File: config.mk
export PLATFORM = sky130hd
export DESIGN_NAME = pald_decoder
export DESIGN_NICKNAME = d
export VERILOG_FILES = /design/src/pald_pkg.sv /design/src/pald_tmr_if.sv /design/src/pald_decoder.sv /design/src/pald_wait_timer.sv
export SDC_FILE = /design/constraint.sdc
export NUM_CORES = 1
export LEC_CHECK = 0
export BUFFER_PORTS_ARGS = -buffer_cell sky130_fd_sc_hd__buf_2
export CELL_PAD_IN_SITES_DETAIL_PLACEMENT = 0
export CELL_PAD_IN_SITES_GLOBAL_PLACEMENT = 2
export CORE_AREA = 2 2 92 94
export CTS_CLUSTER_SIZE = 24
export DETAILED_ROUTE_END_ITERATION = 12
export DIE_AREA = 0 0 94 96
export PLACE_DENSITY = 0.81
export SLEW_MARGIN = 0
export SYNTH_ARGS = -nofsm -noshare
export SYNTH_HDL_FRONTEND = slang
export SYNTH_HIERARCHICAL = 1
export SYNTH_SLANG_ARGS = --single-unit
File: constraint.sdc
create_clock -name clk_in -period 11.05 [get_ports clk_in]
set_input_delay 2.21 -clock clk_in [delete_from_list [all_inputs] [get_ports clk_in]]
set_output_delay 2.21 -clock clk_in [all_outputs]
set_load 0.02 [all_outputs]
File: src/pald_pkg.sv
/*
 * Constants for the peripheral access latency decoder: region address bounds,
 * per-region cycle counts and the region and counting-clock enumerations.
 * Assumes a 32-bit byte address from the requesting bus master.
 */
package pald_pkg;

	// ==========================================================================
	// Region address bounds
	// ==========================================================================
	localparam logic [31:0] ADDR_MEM_CTRL_LO = 32'h4000_0000;
	localparam logic [31:0] ADDR_MEM_CTRL_HI = 32'h4000_6fff;
	localparam logic [31:0] ADDR_DEBUG_LO = 32'h4000_8000;
	localparam logic [31:0] ADDR_DEBUG_HI = 32'h4001_cfff;
	localparam logic [31:0] ADDR_SYSCTL_LO_LO = 32'h4001_e000;
	localparam logic [31:0] ADDR_SYSCTL_LO_HI = 32'h4001_e3ff;
	localparam logic [31:0] ADDR_SYSCTL_HI_LO = 32'h4001_e400;
	localparam logic [31:0] ADDR_SYSCTL_HI_HI = 32'h4001_e5ff;
	localparam logic [31:0] ADDR_PORT_LO = 32'h4008_0000;
	localparam logic [31:0] ADDR_PORT_HI = 32'h4008_0fff;
	localparam logic [31:0] ADDR_EVT_LO = 32'h4008_2000;
	localparam logic [31:0] ADDR_EVT_HI = 32'h4008_4fff;
	localparam logic [31:0] ADDR_SOUND_LO = 32'h4009_d000;
	localparam logic [31:0] ADDR_SOUND_HI = 32'h4009_dfff;
	localparam logic [31:0] ADDR_LPTIM_LO = 32'h400e_8000;
	localparam logic [31:0] ADDR_LPTIM_HI = 32'h400e_8fff;
	localparam logic [31:0] ADDR_TEMP_LO = 32'h400f_3000;
	localparam logic [31:0] ADDR_TEMP_HI = 32'h400f_3fff;
	localparam logic [31:0] ADDR_CRC_LO = 32'h4010_8000;
	localparam logic [31:0] ADDR_CRC_HI = 32'h4010_9fff;
	localparam logic [31:0] ADDR_SERCOM_LO = 32'h4011_8000;
	localparam logic [31:0] ADDR_SERCOM_HI = 32'h4011_8fff;
	localparam logic [31:0] ADDR_SERPER_LO = 32'h4011_a000;
	localparam logic [31:0] ADDR_SERPER_HI = 32'h4011_afff;
	localparam logic [31:0] ADDR_I3C_LO = 32'h4011_f000;
	localparam logic [31:0] ADDR_I3C_HI = 32'h4011_ffff;
	localparam logic [31:0] ADDR_PDM_LO = 32'h4013_1000;
	localparam logic [31:0] ADDR_PDM_HI = 32'h4013_1fff;
	localparam logic [31:0] ADDR_PWM_LO = 32'h4016_9400;
	localparam logic [31:0] ADDR_PWM_HI = 32'h4016_9fff;
	localparam logic [31:0] ADDR_CONV_LO = 32'h4017_0000;
	localparam logic [31:0] ADDR_CONV_HI = 32'h4017_2fff;
	localparam logic [31:0] ADDR_QUAD0_LO = 32'h6400_0000;
	localparam logic [31:0] ADDR_QUAD0_HI = 32'h6400_000f;
	localparam logic [31:0] ADDR_QUAD1_LO = 32'h6400_0010;
	localparam logic [31:0] ADDR_QUAD1_HI = 32'h6400_0013;
	localparam logic [31:0] ADDR_QUAD2_LO = 32'h6400_0014;
	localparam logic [31:0] ADDR_QUAD2_HI = 32'h6400_0037;
	localparam logic [31:0] ADDR_QUAD3_LO = 32'h6400_0804;
	localparam logic [31:0] ADDR_QUAD3_HI = 32'h6400_0807;

	// ==========================================================================
	// Cycle counts (EQ: equal clocks, FAST: system clock faster, upper bound)
	// ==========================================================================
	localparam int LAT_W = 6;
	localparam logic [LAT_W-1:0] LAT_MEM_CTRL = 6'h02;
	localparam logic [LAT_W-1:0] LAT_DEBUG = 6'h02;
	localparam logic [LAT_W-1:0] LAT_SYSCTL_LO = 6'h03;
	localparam logic [LAT_W-1:0] LAT_SYSCTL_HI_EQ = 6'h07;
	localparam logic [LAT_W-1:0] LAT_SYSCTL_HI_FAST = 6'h07;
	localparam logic [LAT_W-1:0] LAT_PORT_EQ = 6'h03;
	localparam logic [LAT_W-1:0] LAT_PORT_FAST = 6'h04;
	localparam logic [LAT_W-1:0] LAT_FIXED_SLOW = 6'h03;
	localparam logic [LAT_W-1:0] LAT_LPTIM_RD = 6'h03;
	localparam logic [LAT_W-1:0] LAT_LPTIM_WR_EQ = 6'h05;
	localparam logic [LAT_W-1:0] LAT_LPTIM_WR_FAST = 6'h06;
	localparam logic [LAT_W-1:0] LAT_STD_EQ = 6'h03;
	localparam logic [LAT_W-1:0] LAT_STD_FAST = 6'h04;
	localparam logic [LAT_W-1:0] LAT_PWM_RD_EQ = 6'h06;
	localparam logic [LAT_W-1:0] LAT_PWM_RD_FAST = 6'h07;
	localparam logic [LAT_W-1:0] LAT_PWM_WR_EQ = 6'h04;
	localparam logic [LAT_W-1:0] LAT_PWM_WR_FAST = 6'h05;
	localparam logic [LAT_W-1:0] LAT_QUAD_WR_EQ = 6'h0d;
	localparam logic [LAT_W-1:0] LAT_QUAD0_WR_FAST = 6'h0d;
	localparam logic [LAT_W-1:0] LAT_QUAD2_WR_FAST = 6'h0e;
	localparam logic [LAT_W-1:0] LAT_QUAD3_EQ = 6'h02;
	localparam logic [LAT_W-1:0] LAT_QUAD3_FAST = 6'h03;
	localparam logic [LAT_W-1:0] LAT_WIDTH_EXTRA = 6'h02;
	localparam logic [LAT_W-1:0] LAT_RESERVED = 6'h01;

	// Access size codes on the request port.
	localparam logic [1:0] SIZE_BYTE = 2'h0;
	localparam logic [1:0] SIZE_HALF = 2'h1;
	localparam logic [1:0] SIZE_WORD = 2'h2;

	// ==========================================================================
	// Enumerations
	// ==========================================================================
	typedef enum logic [4:0] {
		RG_NONE, RG_MEM_CTRL, RG_DEBUG, RG_SYSCTL_LO, RG_SYSCTL_HI, RG_PORT,
		RG_EVT, RG_SOUND, RG_LPTIM, RG_TEMP, RG_CRC, RG_SERCOM, RG_SERPER,
		RG_I3C, RG_PDM, RG_PWM, RG_CONV, RG_QUAD0, RG_QUAD1, RG_QUAD2, RG_QUAD3
	} pald_region_e;

	typedef enum logic [1:0] {
		UNIT_CORE, UNIT_FAST, UNIT_SLOW
	} pald_unit_e;

	typedef enum logic [1:0] {
		ST_IDLE, ST_RUN
	} pald_state_e;

endpackage

File: src/pald_tmr_if.sv
/*
 * Carrier between the access sequencer and its wait-cycle timer.
 * Assumes both ends run on the same system clock.
 */
`timescale 1ns/100ps
`default_nettype none

interface pald_tmr_if;
	logic load;
	logic [pald_pkg::LAT_W-1:0] load_count;
	pald_pkg::pald_unit_e unit;
	logic grant;
	logic fast_tick;
	logic slow_tick;
	logic expired;

	modport ctrl (output load, output load_count, output unit, output grant,
		output fast_tick, output slow_tick, input expired);
	modport timer (input load, input load_count, input unit, input grant,
		input fast_tick, input slow_tick, output expired);
endinterface

`default_nettype wire

File: src/pald_decoder.sv
/*
 * Peripheral access latency decoder: decodes each I/O access address into a
 * region, picks the region's cycle count and counting clock, and holds the
 * master waiting until that count has elapsed.
 * Assumes the peripheral clock edges, the ratio flag, the bus grant and the
 * quad-serial busy flag come from logic on clk_in.
 */
// What this block does
// - Fixed cycle count per region, region's clock
// - Latency sums bus, sync and wait cycles
// - Equal clocks give constant sync overhead
// - Faster core adds a peripheral cycle
// - First and third quad window writes end only when target finishes
// - Contention may lengthen accesses
// - Memory and bus control region: two cycles
// - Debug and flash cache: two cycles
// - Lower system control: three core cycles
// - Upper system control: seven slow cycles
// - Port region: three, or four faster
// - Event, watchdog, stop, sound: three slow
// - Low-power timer: read three, write five/six
// - Sensor, CRC, I3C, PDM, converters: three/four
// - Serial regions: base three/four, plus width extra
// - PWM timer: read six/seven, write four/five
// - First quad window: writes thirteen open-ended
// - Second quad window: three or four
// - Third quad window: writes thirteen/fourteen open-ended
// - Final quad window: two or three
// - Fractional ranges round maximum upward
// - Serial comm 16-bit adds two cycles
// - Serial peripheral 32-bit adds two cycles
// - Open writes follow quad bus progress
`timescale 1ns/100ps
`default_nettype none

module pald_decoder (
	input wire logic clk_in,
	input wire logic reset_n_in,
	input wire logic access_req_in,
	input wire logic [31:0] access_addr_in,
	input wire logic access_write_in,
	input wire logic [1:0] access_size_in,
	input wire logic bus_grant_in,
	input wire logic core_faster_in,
	input wire logic fast_tick_in,
	input wire logic slow_tick_in,
	input wire logic quad_bus_busy_in,
	output logic access_wait_out,
	output logic access_done_out,
	output logic access_reserved_out,
	output logic [4:0] region_out,
	output logic [pald_pkg::LAT_W-1:0] latency_out
);

	// ==========================================================================
	// Decode functions
	// ==========================================================================
	function automatic logic in_range(input logic [31:0] a, input logic [31:0] lo,
		input logic [31:0] hi);
		in_range = (a >= lo) && (a <= hi);
	endfunction

	function automatic pald_pkg::pald_region_e region_of(input logic [31:0] a);
		if (in_range(a, pald_pkg::ADDR_MEM_CTRL_LO, pald_pkg::ADDR_MEM_CTRL_HI)) begin
			region_of = pald_pkg::RG_MEM_CTRL;
		end else if (in_range(a, pald_pkg::ADDR_DEBUG_LO, pald_pkg::ADDR_DEBUG_HI)) begin
			region_of = pald_pkg::RG_DEBUG;
		end else if (in_range(a, pald_pkg::ADDR_SYSCTL_LO_LO, pald_pkg::ADDR_SYSCTL_LO_HI)) begin
			region_of = pald_pkg::RG_SYSCTL_LO;
		end else if (in_range(a, pald_pkg::ADDR_SYSCTL_HI_LO, pald_pkg::ADDR_SYSCTL_HI_HI)) begin
			region_of = pald_pkg::RG_SYSCTL_HI;
		end else if (in_range(a, pald_pkg::ADDR_PORT_LO, pald_pkg::ADDR_PORT_HI)) begin
			region_of = pald_pkg::RG_PORT;
		end else if (in_range(a, pald_pkg::ADDR_EVT_LO, pald_pkg::ADDR_EVT_HI)) begin
			region_of = pald_pkg::RG_EVT;
		end else if (in_range(a, pald_pkg::ADDR_SOUND_LO, pald_pkg::ADDR_SOUND_HI)) begin
			region_of = pald_pkg::RG_SOUND;
		end else if (in_range(a, pald_pkg::ADDR_LPTIM_LO, pald_pkg::ADDR_LPTIM_HI)) begin
			region_of = pald_pkg::RG_LPTIM;
		end else if (in_range(a, pald_pkg::ADDR_TEMP_LO, pald_pkg::ADDR_TEMP_HI)) begin
			region_of = pald_pkg::RG_TEMP;
		end else if (in_range(a, pald_pkg::ADDR_CRC_LO, pald_pkg::ADDR_CRC_HI)) begin
			region_of = pald_pkg::RG_CRC;
		end else if (in_range(a, pald_pkg::ADDR_SERCOM_LO, pald_pkg::ADDR_SERCOM_HI)) begin
			region_of = pald_pkg::RG_SERCOM;
		end else if (in_range(a, pald_pkg::ADDR_SERPER_LO, pald_pkg::ADDR_SERPER_HI)) begin
			region_of = pald_pkg::RG_SERPER;
		end else if (in_range(a, pald_pkg::ADDR_I3C_LO, pald_pkg::ADDR_I3C_HI)) begin
			region_of = pald_pkg::RG_I3C;
		end else if (in_range(a, pald_pkg::ADDR_PDM_LO, pald_pkg::ADDR_PDM_HI)) begin
			region_of = pald_pkg::RG_PDM;
		end else if (in_range(a, pald_pkg::ADDR_PWM_LO, pald_pkg::ADDR_PWM_HI)) begin
			region_of = pald_pkg::RG_PWM;
		end else if (in_range(a, pald_pkg::ADDR_CONV_LO, pald_pkg::ADDR_CONV_HI)) begin
			region_of = pald_pkg::RG_CONV;
		end else if (in_range(a, pald_pkg::ADDR_QUAD0_LO, pald_pkg::ADDR_QUAD0_HI)) begin
			region_of = pald_pkg::RG_QUAD0;
		end else if (in_range(a, pald_pkg::ADDR_QUAD1_LO, pald_pkg::ADDR_QUAD1_HI)) begin
			region_of = pald_pkg::RG_QUAD1;
		end else if (in_range(a, pald_pkg::ADDR_QUAD2_LO, pald_pkg::ADDR_QUAD2_HI)) begin
			region_of = pald_pkg::RG_QUAD2;
		end else if (in_range(a, pald_pkg::ADDR_QUAD3_LO, pald_pkg::ADDR_QUAD3_HI)) begin
			region_of = pald_pkg::RG_QUAD3;
		end else begin
			region_of = pald_pkg::RG_NONE;
		end
	endfunction

	function automatic pald_pkg::pald_unit_e unit_of(input pald_pkg::pald_region_e r);
		case (r)
			pald_pkg::RG_NONE, pald_pkg::RG_MEM_CTRL, pald_pkg::RG_DEBUG,
			pald_pkg::RG_SYSCTL_LO: begin
				unit_of = pald_pkg::UNIT_CORE;
			end
			pald_pkg::RG_SYSCTL_HI, pald_pkg::RG_PORT, pald_pkg::RG_EVT,
			pald_pkg::RG_SOUND, pald_pkg::RG_LPTIM, pald_pkg::RG_TEMP: begin
				unit_of = pald_pkg::UNIT_SLOW;
			end
			default: begin
				unit_of = pald_pkg::UNIT_FAST;
			end
		endcase
	endfunction

	// Picks eq or fast figure; the fast figure is the rounded-up top of the range.
	function automatic logic [pald_pkg::LAT_W-1:0] pick(input logic fast,
		input logic [pald_pkg::LAT_W-1:0] eq, input logic [pald_pkg::LAT_W-1:0] hi);
		pick = fast ? hi : eq;
	endfunction

	function automatic logic [pald_pkg::LAT_W-1:0] base_of(input pald_pkg::pald_region_e r,
		input logic wr, input logic fast);
		case (r)
			pald_pkg::RG_MEM_CTRL: base_of = pald_pkg::LAT_MEM_CTRL;
			pald_pkg::RG_DEBUG: base_of = pald_pkg::LAT_DEBUG;
			pald_pkg::RG_SYSCTL_LO: base_of = pald_pkg::LAT_SYSCTL_LO;
			pald_pkg::RG_SYSCTL_HI: begin
				base_of = pick(fast, pald_pkg::LAT_SYSCTL_HI_EQ, pald_pkg::LAT_SYSCTL_HI_FAST);
			end
			pald_pkg::RG_PORT: base_of = pick(fast, pald_pkg::LAT_PORT_EQ, pald_pkg::LAT_PORT_FAST);
			pald_pkg::RG_EVT, pald_pkg::RG_SOUND: base_of = pald_pkg::LAT_FIXED_SLOW;
			pald_pkg::RG_LPTIM: begin
				base_of = wr ? pick(fast, pald_pkg::LAT_LPTIM_WR_EQ, pald_pkg::LAT_LPTIM_WR_FAST) :
					pald_pkg::LAT_LPTIM_RD;
			end
			pald_pkg::RG_PWM: begin
				base_of = wr ? pick(fast, pald_pkg::LAT_PWM_WR_EQ, pald_pkg::LAT_PWM_WR_FAST) :
					pick(fast, pald_pkg::LAT_PWM_RD_EQ, pald_pkg::LAT_PWM_RD_FAST);
			end
			pald_pkg::RG_QUAD0: begin
				base_of = wr ? pick(fast, pald_pkg::LAT_QUAD_WR_EQ, pald_pkg::LAT_QUAD0_WR_FAST) :
					pick(fast, pald_pkg::LAT_STD_EQ, pald_pkg::LAT_STD_FAST);
			end
			pald_pkg::RG_QUAD2: begin
				base_of = wr ? pick(fast, pald_pkg::LAT_QUAD_WR_EQ, pald_pkg::LAT_QUAD2_WR_FAST) :
					pick(fast, pald_pkg::LAT_STD_EQ, pald_pkg::LAT_STD_FAST);
			end
			pald_pkg::RG_QUAD3: base_of = pick(fast, pald_pkg::LAT_QUAD3_EQ, pald_pkg::LAT_QUAD3_FAST);
			pald_pkg::RG_QUAD1: base_of = pick(fast, pald_pkg::LAT_STD_EQ, pald_pkg::LAT_STD_FAST);
			pald_pkg::RG_SERCOM, pald_pkg::RG_SERPER: begin
				base_of = pick(fast, pald_pkg::LAT_STD_EQ, pald_pkg::LAT_STD_FAST);
			end
			pald_pkg::RG_TEMP, pald_pkg::RG_CRC, pald_pkg::RG_I3C, pald_pkg::RG_PDM,
			pald_pkg::RG_CONV: begin
				base_of = pick(fast, pald_pkg::LAT_STD_EQ, pald_pkg::LAT_STD_FAST);
			end
			default: base_of = pald_pkg::LAT_RESERVED;
		endcase
	endfunction

	// ==========================================================================
	// Request decode
	// ==========================================================================
	pald_pkg::pald_region_e region_w;
	pald_pkg::pald_unit_e unit_w;
	logic [pald_pkg::LAT_W-1:0] base_w;
	logic [pald_pkg::LAT_W-1:0] extra_w;
	logic [pald_pkg::LAT_W-1:0] total_w;
	logic reserved_w;
	logic open_end_w;
	logic start_w;

	assign region_w = region_of(access_addr_in);
	assign unit_w = unit_of(region_w);
	assign base_w = base_of(region_w, access_write_in, core_faster_in);
	// Register width extra cycles for the two serial regions.
	assign extra_w = ((region_w == pald_pkg::RG_SERCOM && access_size_in == pald_pkg::SIZE_HALF) ||
		(region_w == pald_pkg::RG_SERPER && access_size_in == pald_pkg::SIZE_WORD)) ?
		pald_pkg::LAT_WIDTH_EXTRA : '0;
	assign total_w = base_w + extra_w;
	assign reserved_w = (region_w == pald_pkg::RG_NONE);
	assign open_end_w = access_write_in &&
		(region_w == pald_pkg::RG_QUAD0 || region_w == pald_pkg::RG_QUAD2);

	// ==========================================================================
	// Access sequencer
	// ==========================================================================
	pald_pkg::pald_state_e state_r;
	pald_pkg::pald_state_e state_nxt;
	logic open_end_r;
	logic reserved_r;
	logic finish_w;
	pald_pkg::pald_unit_e unit_r;

	pald_tmr_if tmr ();

	// Reserved addresses are still answered, so a stray access cannot hang the bus.
	assign start_w = (state_r == pald_pkg::ST_IDLE) && access_req_in;
	// Open-ended writes stay pending while the quad-serial bus is still busy.
	assign finish_w = (state_r == pald_pkg::ST_RUN) && tmr.expired &&
		!(open_end_r && quad_bus_busy_in);
	assign state_nxt = start_w ? pald_pkg::ST_RUN :
		finish_w ? pald_pkg::ST_IDLE : state_r;

	assign tmr.load = start_w;
	assign tmr.load_count = reserved_w ? pald_pkg::LAT_RESERVED : total_w;
	assign tmr.unit = start_w ? unit_w : unit_r;
	assign tmr.grant = bus_grant_in;
	assign tmr.fast_tick = fast_tick_in;
	assign tmr.slow_tick = slow_tick_in;

	assign access_wait_out = (state_r == pald_pkg::ST_RUN) && !finish_w;
	assign access_done_out = finish_w;
	assign access_reserved_out = finish_w && reserved_r;

	always_ff @(posedge clk_in or negedge reset_n_in) begin
		if (!reset_n_in) begin
			state_r <= pald_pkg::ST_IDLE;
			open_end_r <= 1'b0;
			reserved_r <= 1'b0;
			unit_r <= pald_pkg::UNIT_CORE;
			region_out <= '0;
			latency_out <= '0;
		end else begin
			state_r <= state_nxt;
			if (start_w) begin
				open_end_r <= open_end_w;
				reserved_r <= reserved_w;
				unit_r <= reserved_w ? pald_pkg::UNIT_CORE : unit_w;
				region_out <= region_w;
				latency_out <= tmr.load_count;
			end
		end
	end

	pald_wait_timer u_timer (
		.clk_in(clk_in),
		.reset_n_in(reset_n_in),
		.tmr(tmr)
	);

endmodule // pald_decoder

`default_nettype wire

File: src/pald_wait_timer.sv
/*
 * Wait-cycle timer: counts down a loaded latency in the chosen clock unit.
 * Assumes peripheral clock edges arrive as one-cycle ticks on the system clock.
 */
`timescale 1ns/100ps
`default_nettype none

module pald_wait_timer (
	input wire logic clk_in,
	input wire logic reset_n_in,
	pald_tmr_if.timer tmr
);

	// ==========================================================================
	// Countdown
	// ==========================================================================
	logic [pald_pkg::LAT_W-1:0] count_r;
	logic [pald_pkg::LAT_W-1:0] count_nxt;
	logic unit_tick;
	logic step_w;
	logic last_w;

	// A lost bus grant freezes the count, so contention stretches the access.
	assign unit_tick = (tmr.unit == pald_pkg::UNIT_CORE) ? 1'b1 :
		(tmr.unit == pald_pkg::UNIT_FAST) ? tmr.fast_tick : tmr.slow_tick;
	assign step_w = (count_r != '0) && tmr.grant && unit_tick;
	assign count_nxt = tmr.load ? tmr.load_count :
		step_w ? count_r - {{(pald_pkg::LAT_W-1){1'b0}}, 1'b1} : count_r;
	// The last counted tick ends the access in its own cycle, so a count of N spans N cycles.
	assign last_w = step_w && (count_r == {{(pald_pkg::LAT_W-1){1'b0}}, 1'b1});
	assign tmr.expired = (count_r == '0) || last_w;

	always_ff @(posedge clk_in or negedge reset_n_in) begin
		if (!reset_n_in) begin
			count_r <= '0;
		end else begin
			count_r <= count_nxt;
		end
	end

endmodule // pald_wait_timer

`default_nettype wire

* After elaboration in Yosys (flattened, before gate mapping) *
Memory sizes are Yosys's and may differ from the RTL's.
Index checks and enable logic that the tools add are counted.

storage, ports and cells
  register bits after elaboration = 23
  ROM bits = 32
  output and inout port bits = 14
  word-level logic and storage cells = 164
  memories kept = 1

memories
  memory           depth  width  read ports  clocked after Yosys merged registers in  write ports  line                 text
  (no name shown)  16     2      1           0                                        0            pald_decoder.sv:110  case (r)

cells by class
  add/sub/neg operators = 2
  magnitude comparators = 40
  eq/ne operators = 25
  multiplexer cells = 42
  reduce and logical (&&, ||, !) cells = 47

operators with widths
  kind                  number
  $ge 32x31->1 const B  20
  $le 32x31->1 const B  20
  $mux 5                20
  $pmux 6 s9            1
  $eq 5x4->1 const B    8
  $logic_and 1x1->1     32
  $mux 6                5
  $eq 5x5->1 const B    5
  $eq 5x3->1 const B    4
  $mux 2                9
  $eq 5x2->1 const B    2
  $reduce_or 9->1       1
  $add 6x2->6           1
  $eq 2x1->1 const B    3
  $eq 6x1->1 const B    1
  $logic_not 6->1       1
  $mux 3                2
  $reduce_bool 6->1     1
  $sub 6x1->6 const B   1
  $eq 5x1->1 const B    1
  $logic_not 5->1       1
  $mux 1                5
  $logic_not 2->1       2
  $reduce_bool 2->1     2
  other kinds (5)       8

* Depth between registers and ports, before layout *
An unclocked memory read counts as a cell.

  depth after elaboration = 35
  depth in mapped cells = 18
  mapped depth without buffers = 17

* Hierarchy *
The synthesis kept the hierarchy.

by module, submodules not included
  module           instances  cells an instance  area an instance (µm²)
  pald_decoder     1          300                2,163.3
  pald_wait_timer  1          49                 439.2

* Worst setup path after synthesis *
No wires, ideal clock.

  path kind = input -> output
  start point = input access_addr_in[28]
  end point = output access_wait_out
  data arrival time = 5.969 ns
  required time = 8.840 ns
  slack = 2.871 ns
  stages = 16
  buffers on the path = 0
  cell sequence = nor4_2 nand4_1 or4_1 o2111ai_1 nor4_1 a31oi_1 nor2_1 and3_1 a22o_1 or3b_2 and3_1 a21oi_1 nor2_1 nand2_1 a21oi_1 nor2b_1

on the way
  word-level cells in the longest chain between the ends = 35

ends and longest elaborated chain
  item                                                 line                   text
  from (decl)                                          pald_decoder.sv:40     input wire logic [31:0] access_addr_in,
  $ge 32x31->1 / $le 32x31->1 (equally long branches)  pald_decoder.sv:60     in_range = (a >= lo) && (a <= hi);
  $logic_and 1x1->1                                    pald_decoder.sv:60
  $mux 5                                               pald_decoder.sv:102    end else if (in_range(a, pald_pkg::ADDR_QUAD3_LO, pald_pkg::ADDR_QUAD3_HI)) begin
  $mux 5                                               pald_decoder.sv:100    end else if (in_range(a, pald_pkg::ADDR_QUAD2_LO, pald_pkg::ADDR_QUAD2_HI)) begin
  $mux 5                                               pald_decoder.sv:98     end else if (in_range(a, pald_pkg::ADDR_QUAD1_LO, pald_pkg::ADDR_QUAD1_HI)) begin
  $mux 5                                               pald_decoder.sv:96     end else if (in_range(a, pald_pkg::ADDR_QUAD0_LO, pald_pkg::ADDR_QUAD0_HI)) begin
  $mux 5                                               pald_decoder.sv:94     end else if (in_range(a, pald_pkg::ADDR_CONV_LO, pald_pkg::ADDR_CONV_HI)) begin
  $mux 5                                               pald_decoder.sv:92     end else if (in_range(a, pald_pkg::ADDR_PWM_LO, pald_pkg::ADDR_PWM_HI)) begin
  [... 17 more ...]                                    n/a
  via tmr.unit[1]                                      pald_tmr_if.sv:11      pald_pkg::pald_unit_e unit;
  [... 3 more ...]                                     n/a
  $logic_and 1x1->1 (*)                                pald_wait_timer.sv:26  assign step_w = (count_r != '0) && tmr.grant && unit_tick;
  $logic_and 1x1->1 (*)                                pald_wait_timer.sv:30  assign last_w = step_w && (count_r == {{(pald_pkg::LAT_W-1){1'b0}}, 1'b1});
  $logic_or 1x1->1 (*)                                 pald_wait_timer.sv:31  assign tmr.expired = (count_r == '0) || last_w;
  via tmr.expired                                      pald_tmr_if.sv:15      logic expired;
  $logic_and 1x1->1 (*) (2 in series)                  pald_decoder.sv:210    assign finish_w = (state_r == pald_pkg::ST_RUN) && tmr.expired &&
  via access_done_out                                  pald_decoder.sv:49     output logic access_done_out,
  $logic_not 1->1 (*)                                  pald_decoder.sv:222    assign access_wait_out = (state_r == pald_pkg::ST_RUN) && !finish_w;
  $logic_and 1x1->1 (*)                                pald_decoder.sv:222
  to (decl)                                            pald_decoder.sv:48     output logic access_wait_out,

Mark *: on every way through the listed nets, which the timed path passes. The rest lies on a longest branch.

* Final worst setup path *
  start point = input access_addr_in[28]
  end point = output access_wait_out

on the way
  word-level cells in the longest chain between the ends = 35

ends and longest elaborated chain
  item                                                 line                   text
  $ge 32x31->1 / $le 32x31->1 (equally long branches)  pald_decoder.sv:60
  $logic_and 1x1->1                                    pald_decoder.sv:60
  $mux 5                                               pald_decoder.sv:102
  $mux 5                                               pald_decoder.sv:100
  $mux 5                                               pald_decoder.sv:98
  $mux 5                                               pald_decoder.sv:96
  $mux 5                                               pald_decoder.sv:94
  $mux 5                                               pald_decoder.sv:92
  [... 17 more ...]                                    n/a
  via tmr.unit[1]                                      pald_tmr_if.sv:11
  [... 2 more ...]                                     n/a
  $mux 1 (*)                                           pald_wait_timer.sv:24  assign unit_tick = (tmr.unit == pald_pkg::UNIT_CORE) ? 1'b1 :
  $logic_and 1x1->1 (*)                                pald_wait_timer.sv:26
  $logic_and 1x1->1 (*)                                pald_wait_timer.sv:30
  $logic_or 1x1->1 (*)                                 pald_wait_timer.sv:31
  via tmr.expired                                      pald_tmr_if.sv:15
  $logic_and 1x1->1 (*) (2 in series)                  pald_decoder.sv:210
  $logic_not 1->1 (*)                                  pald_decoder.sv:222
  $logic_and 1x1->1 (*)                                pald_decoder.sv:222

Marks and branches as above.

==> flow_summary.yaml <==
logic_synthesis:
  synthTopCellsByArea: "dfrtp_1 20%, nor2_1 5.8%, ha_1 4.8%"
  synth_top_cell_by_area: "dfrtp_1"
  ys_ff_latch: 21
  ys_types: 67
  synth_xor_area_share_pct: 0.6731
  syn_inst: 349
  synth_compound_area_share_pct: 23.32
  synth_adder_area_share_pct: 4.808
  synth-simple-area-share_pct: 45.63
  synth_async_sr_flop_share_pct: 100.0
  synth_top_family_by_area: "simple AND/OR/NAND/NOR gates"
  synth_top_area_share_pct: 20.19
  synth_warnings: 6
  synth_edf_count: 0
  syn-cell-area_mm2: 0.002602
  seq_area_frac_synth_pct: 20.19
  muxShareOfSynthArea_pct: 0.8654
  synth_ff_type: "dfrtp_1"
  syn_area_per_cell_um2: 7.457
sta:
  rsz0062_at_grt: "false"
  finalCriticalPeriod_ps: 8730
  worst_slew_margin_rel_pct: 49.57
  finalCritPeriodShare_pct: 79.00
  setup-violations-final: 0
  fin_worst_skew_ps: 4.759
  hold_viol_final: 0
  drv_slew: 0
  setup_tns_ps: 0
  worst-slew-pin-transition_ps: 746.0
  max_freq_mhz: 114.6
clock_tree:
  clockBufferDepth: 2
  ctsHoldBuffers: 0
  cts_setup_buffers: 0
  numCtsBuffers: 3
  ctsHtreeMaxLevel: 1
  cts_resized: 0
  clkLatencyLatePin_ps: 260
  clock-sinks: 21
  root_buffer: "clkbuf_8"
  cts_tree: "built"
  cts.clk_slew.worst_paths_ps: 70
setup_path:
  critPathBufInv: 2
  crit_slowest_cell: "nor4_2"
  required_ps: 8840
  crit_arrival_ps: 6520
  cpLargestDelayFamily: "simple AND/OR/NAND/NOR gates"
  path_class: "input pin to primary output"
  slowest_delay_ps: 660
  crit_path_start_kind: "input pin"
  worstPathMaxFanout: 9
  worstSetupEndpointType: "primary output"
  cp_cell_sequence: "buf_2, nor4_2, nand4_1, or4_1, o2111ai_1, nor4_1, a31oi_1, nor2_1, and3_1, a22o_1, or3b_2, and3_1, a21oi_1, nor2_1, nand2_1, a21oi_1, nor2b_1, buf_2"
route:
  vias: 3000
  wire_per_inst_um: 17.27
  drt-initial-drc-count: 234
  detail_route.vias_per_cell: 5.976
  drcViolationCount: 0
  wl_um: 8669
  drtPass1Iterations: 4
  ant_nets: 0
power_and_ir_drop:
  p_per_area_mw_per_mm2: 101.8
  leakage_nw: 1.229
  ir_worst_vdd_mv: 0.03866
floorplan:
  num_rows: 33
  coreArea_mm2: 0.008051
  dieArea_mm2: 0.009024
  die_w_um: 94
  start_util_pct: 32.32
  die_h_um: 96
  design.portCount: 57
hold_path:
  hold_path_class: "register to register"
finish:
  final_layout_size_suffix_gt1_share_pct: 20.40
  final_common_cell: "buf_2"
  antennaDiodeCount: 0
  post-route-util_pct: 37.31
  final_nets: 451
  syn2layout_area_growth_pct: 15.43
  final_cell_mix: "55 x buf_2, 40 x nor2_1, 32 x nand2_1"
status:
  status: "completed"
grt:
  grt_pass1_wl_um: 13900
  overflow: 0
  grt_pass1_vias: 2713
  grt_max_degree: 24
  antenna_found_initial: 0
  grt_use_total_pct: 19.00
placed_design:
  gp_congestion: 0.9430
  dp_hpwl_um: 7019
  port-buffer-count: 55
run:
  drv_cap: 0
[layer usage]
layer / vias up / share of wire, % / track usage, %
met5: - / 0 / 0
met4: 0 / 1.1 / 3.865
met3: 12 / 5.1 / 1.253
met2: 111 / 48 / 33.57
met1: 1428 / 46 / 25.66
li1: 1449 / - / -
[cell usage after synthesis, types with 5 or more instances]
master    number
nor2_1        40
and3_1         5
nor4b_1        5
nor3_1        13
dfrtp_1       21
or3_1          9
nand3_1       15
or2_2          6
clkbuf_1      10
nand4_1       15
o21ai_0       11
nand2_1       32
inv_1         13
nor2b_1        8
nand2b_1      11
ha_1          10
o22ai_1        6
or4_1          9
a21oi_1        7
nor4_1        13
[path summary, 6_finish.rpt]
path                                             endpoint  cells past startpoint  slack [ps]                 startpoint
worst min-delay path            region_out[1]$_DFFE_PN0P_                      2         480  region_out[1]$_DFFE_PN0P_
worst min register to register  region_out[1]$_DFFE_PN0P_                      2         480  region_out[1]$_DFFE_PN0P_
max in group asynchronous       region_out[1]$_DFFE_PN0P_                      1        8830                 reset_n_in
worst max register to register     state_r[0]$_DFFE_PN0P_                     13        8160     state_r[0]$_DFFE_PN0P_
min in group asynchronous           unit_r[0]$_DFFE_PN0P_                      1        1900                 reset_n_in
worst max-delay path                      access_wait_out                     18        2320         access_addr_in[28]
[kinds of logic after synthesis]
logic type | Yosys count
AND/OR/NAND/NOR | 207
AO/OA/AOI/OAI | 79
buffers and inverters | 27
multiplexers | 2
adder cells (fa/ha/maj) | 10
other | 1
XOR/XNOR | 2
flip-flops | 21
[area by class of cell]
| cell class | instances | area, um2 |
|---|---|---|
| fillers | 894 | 5047 |
| clock buffers | 4 | 45.04 |
| inverters | 14 | 52.55 |
| multi-input cells | 302 | 1967 |
| flip-flops and latches | 21 | 525.5 |
| well taps | 105 | 131.4 |
| repair buffers | 56 | 282.8 |
[sequential cells by signal, indices dropped and copies added (netlist names)]
name	cells
reserved_r	1
open_end_r	1
unit_r	2
state_r	1
u_timer/count_r	6
latency_out	5
region_out	5
[per-stage QoR]
stage          area, um2  cells  worst slack [ps]  hold WS [ps]  power, mW
2_1_floorplan       2606    350              2871         441.8     0.2108
3_5_place_dp        2959    498              2381         468.5     0.2578
6_report            3004    502              2320         477.6     0.3058
4_1_cts             3004    502              2377         484.9     0.3080
3_3_place_gp        2959    498              2413         455.3     0.2571
5_1_grt             3004    502              1887         516.2     0.3303
[worst min-delay path, cell delays in order, from the launching register on]
cell and delay [ps]:
dfrtp_1 350, nand2_1 50, nand2_1 50
[power breakdown]
| group | switching [mW] | total, mW | internal [mW] |
|---|---|---|---|
| sequential | 0.0147 | 0.111 | 0.0964 |
| combinational | 0.0857 | 0.146 | 0.0600 |
| clock | 0.0233 | 0.0489 | 0.0256 |
| total | 0.124 | 0.306 | 0.182 |
Note: power is estimated with default switching activity, not from simulation.
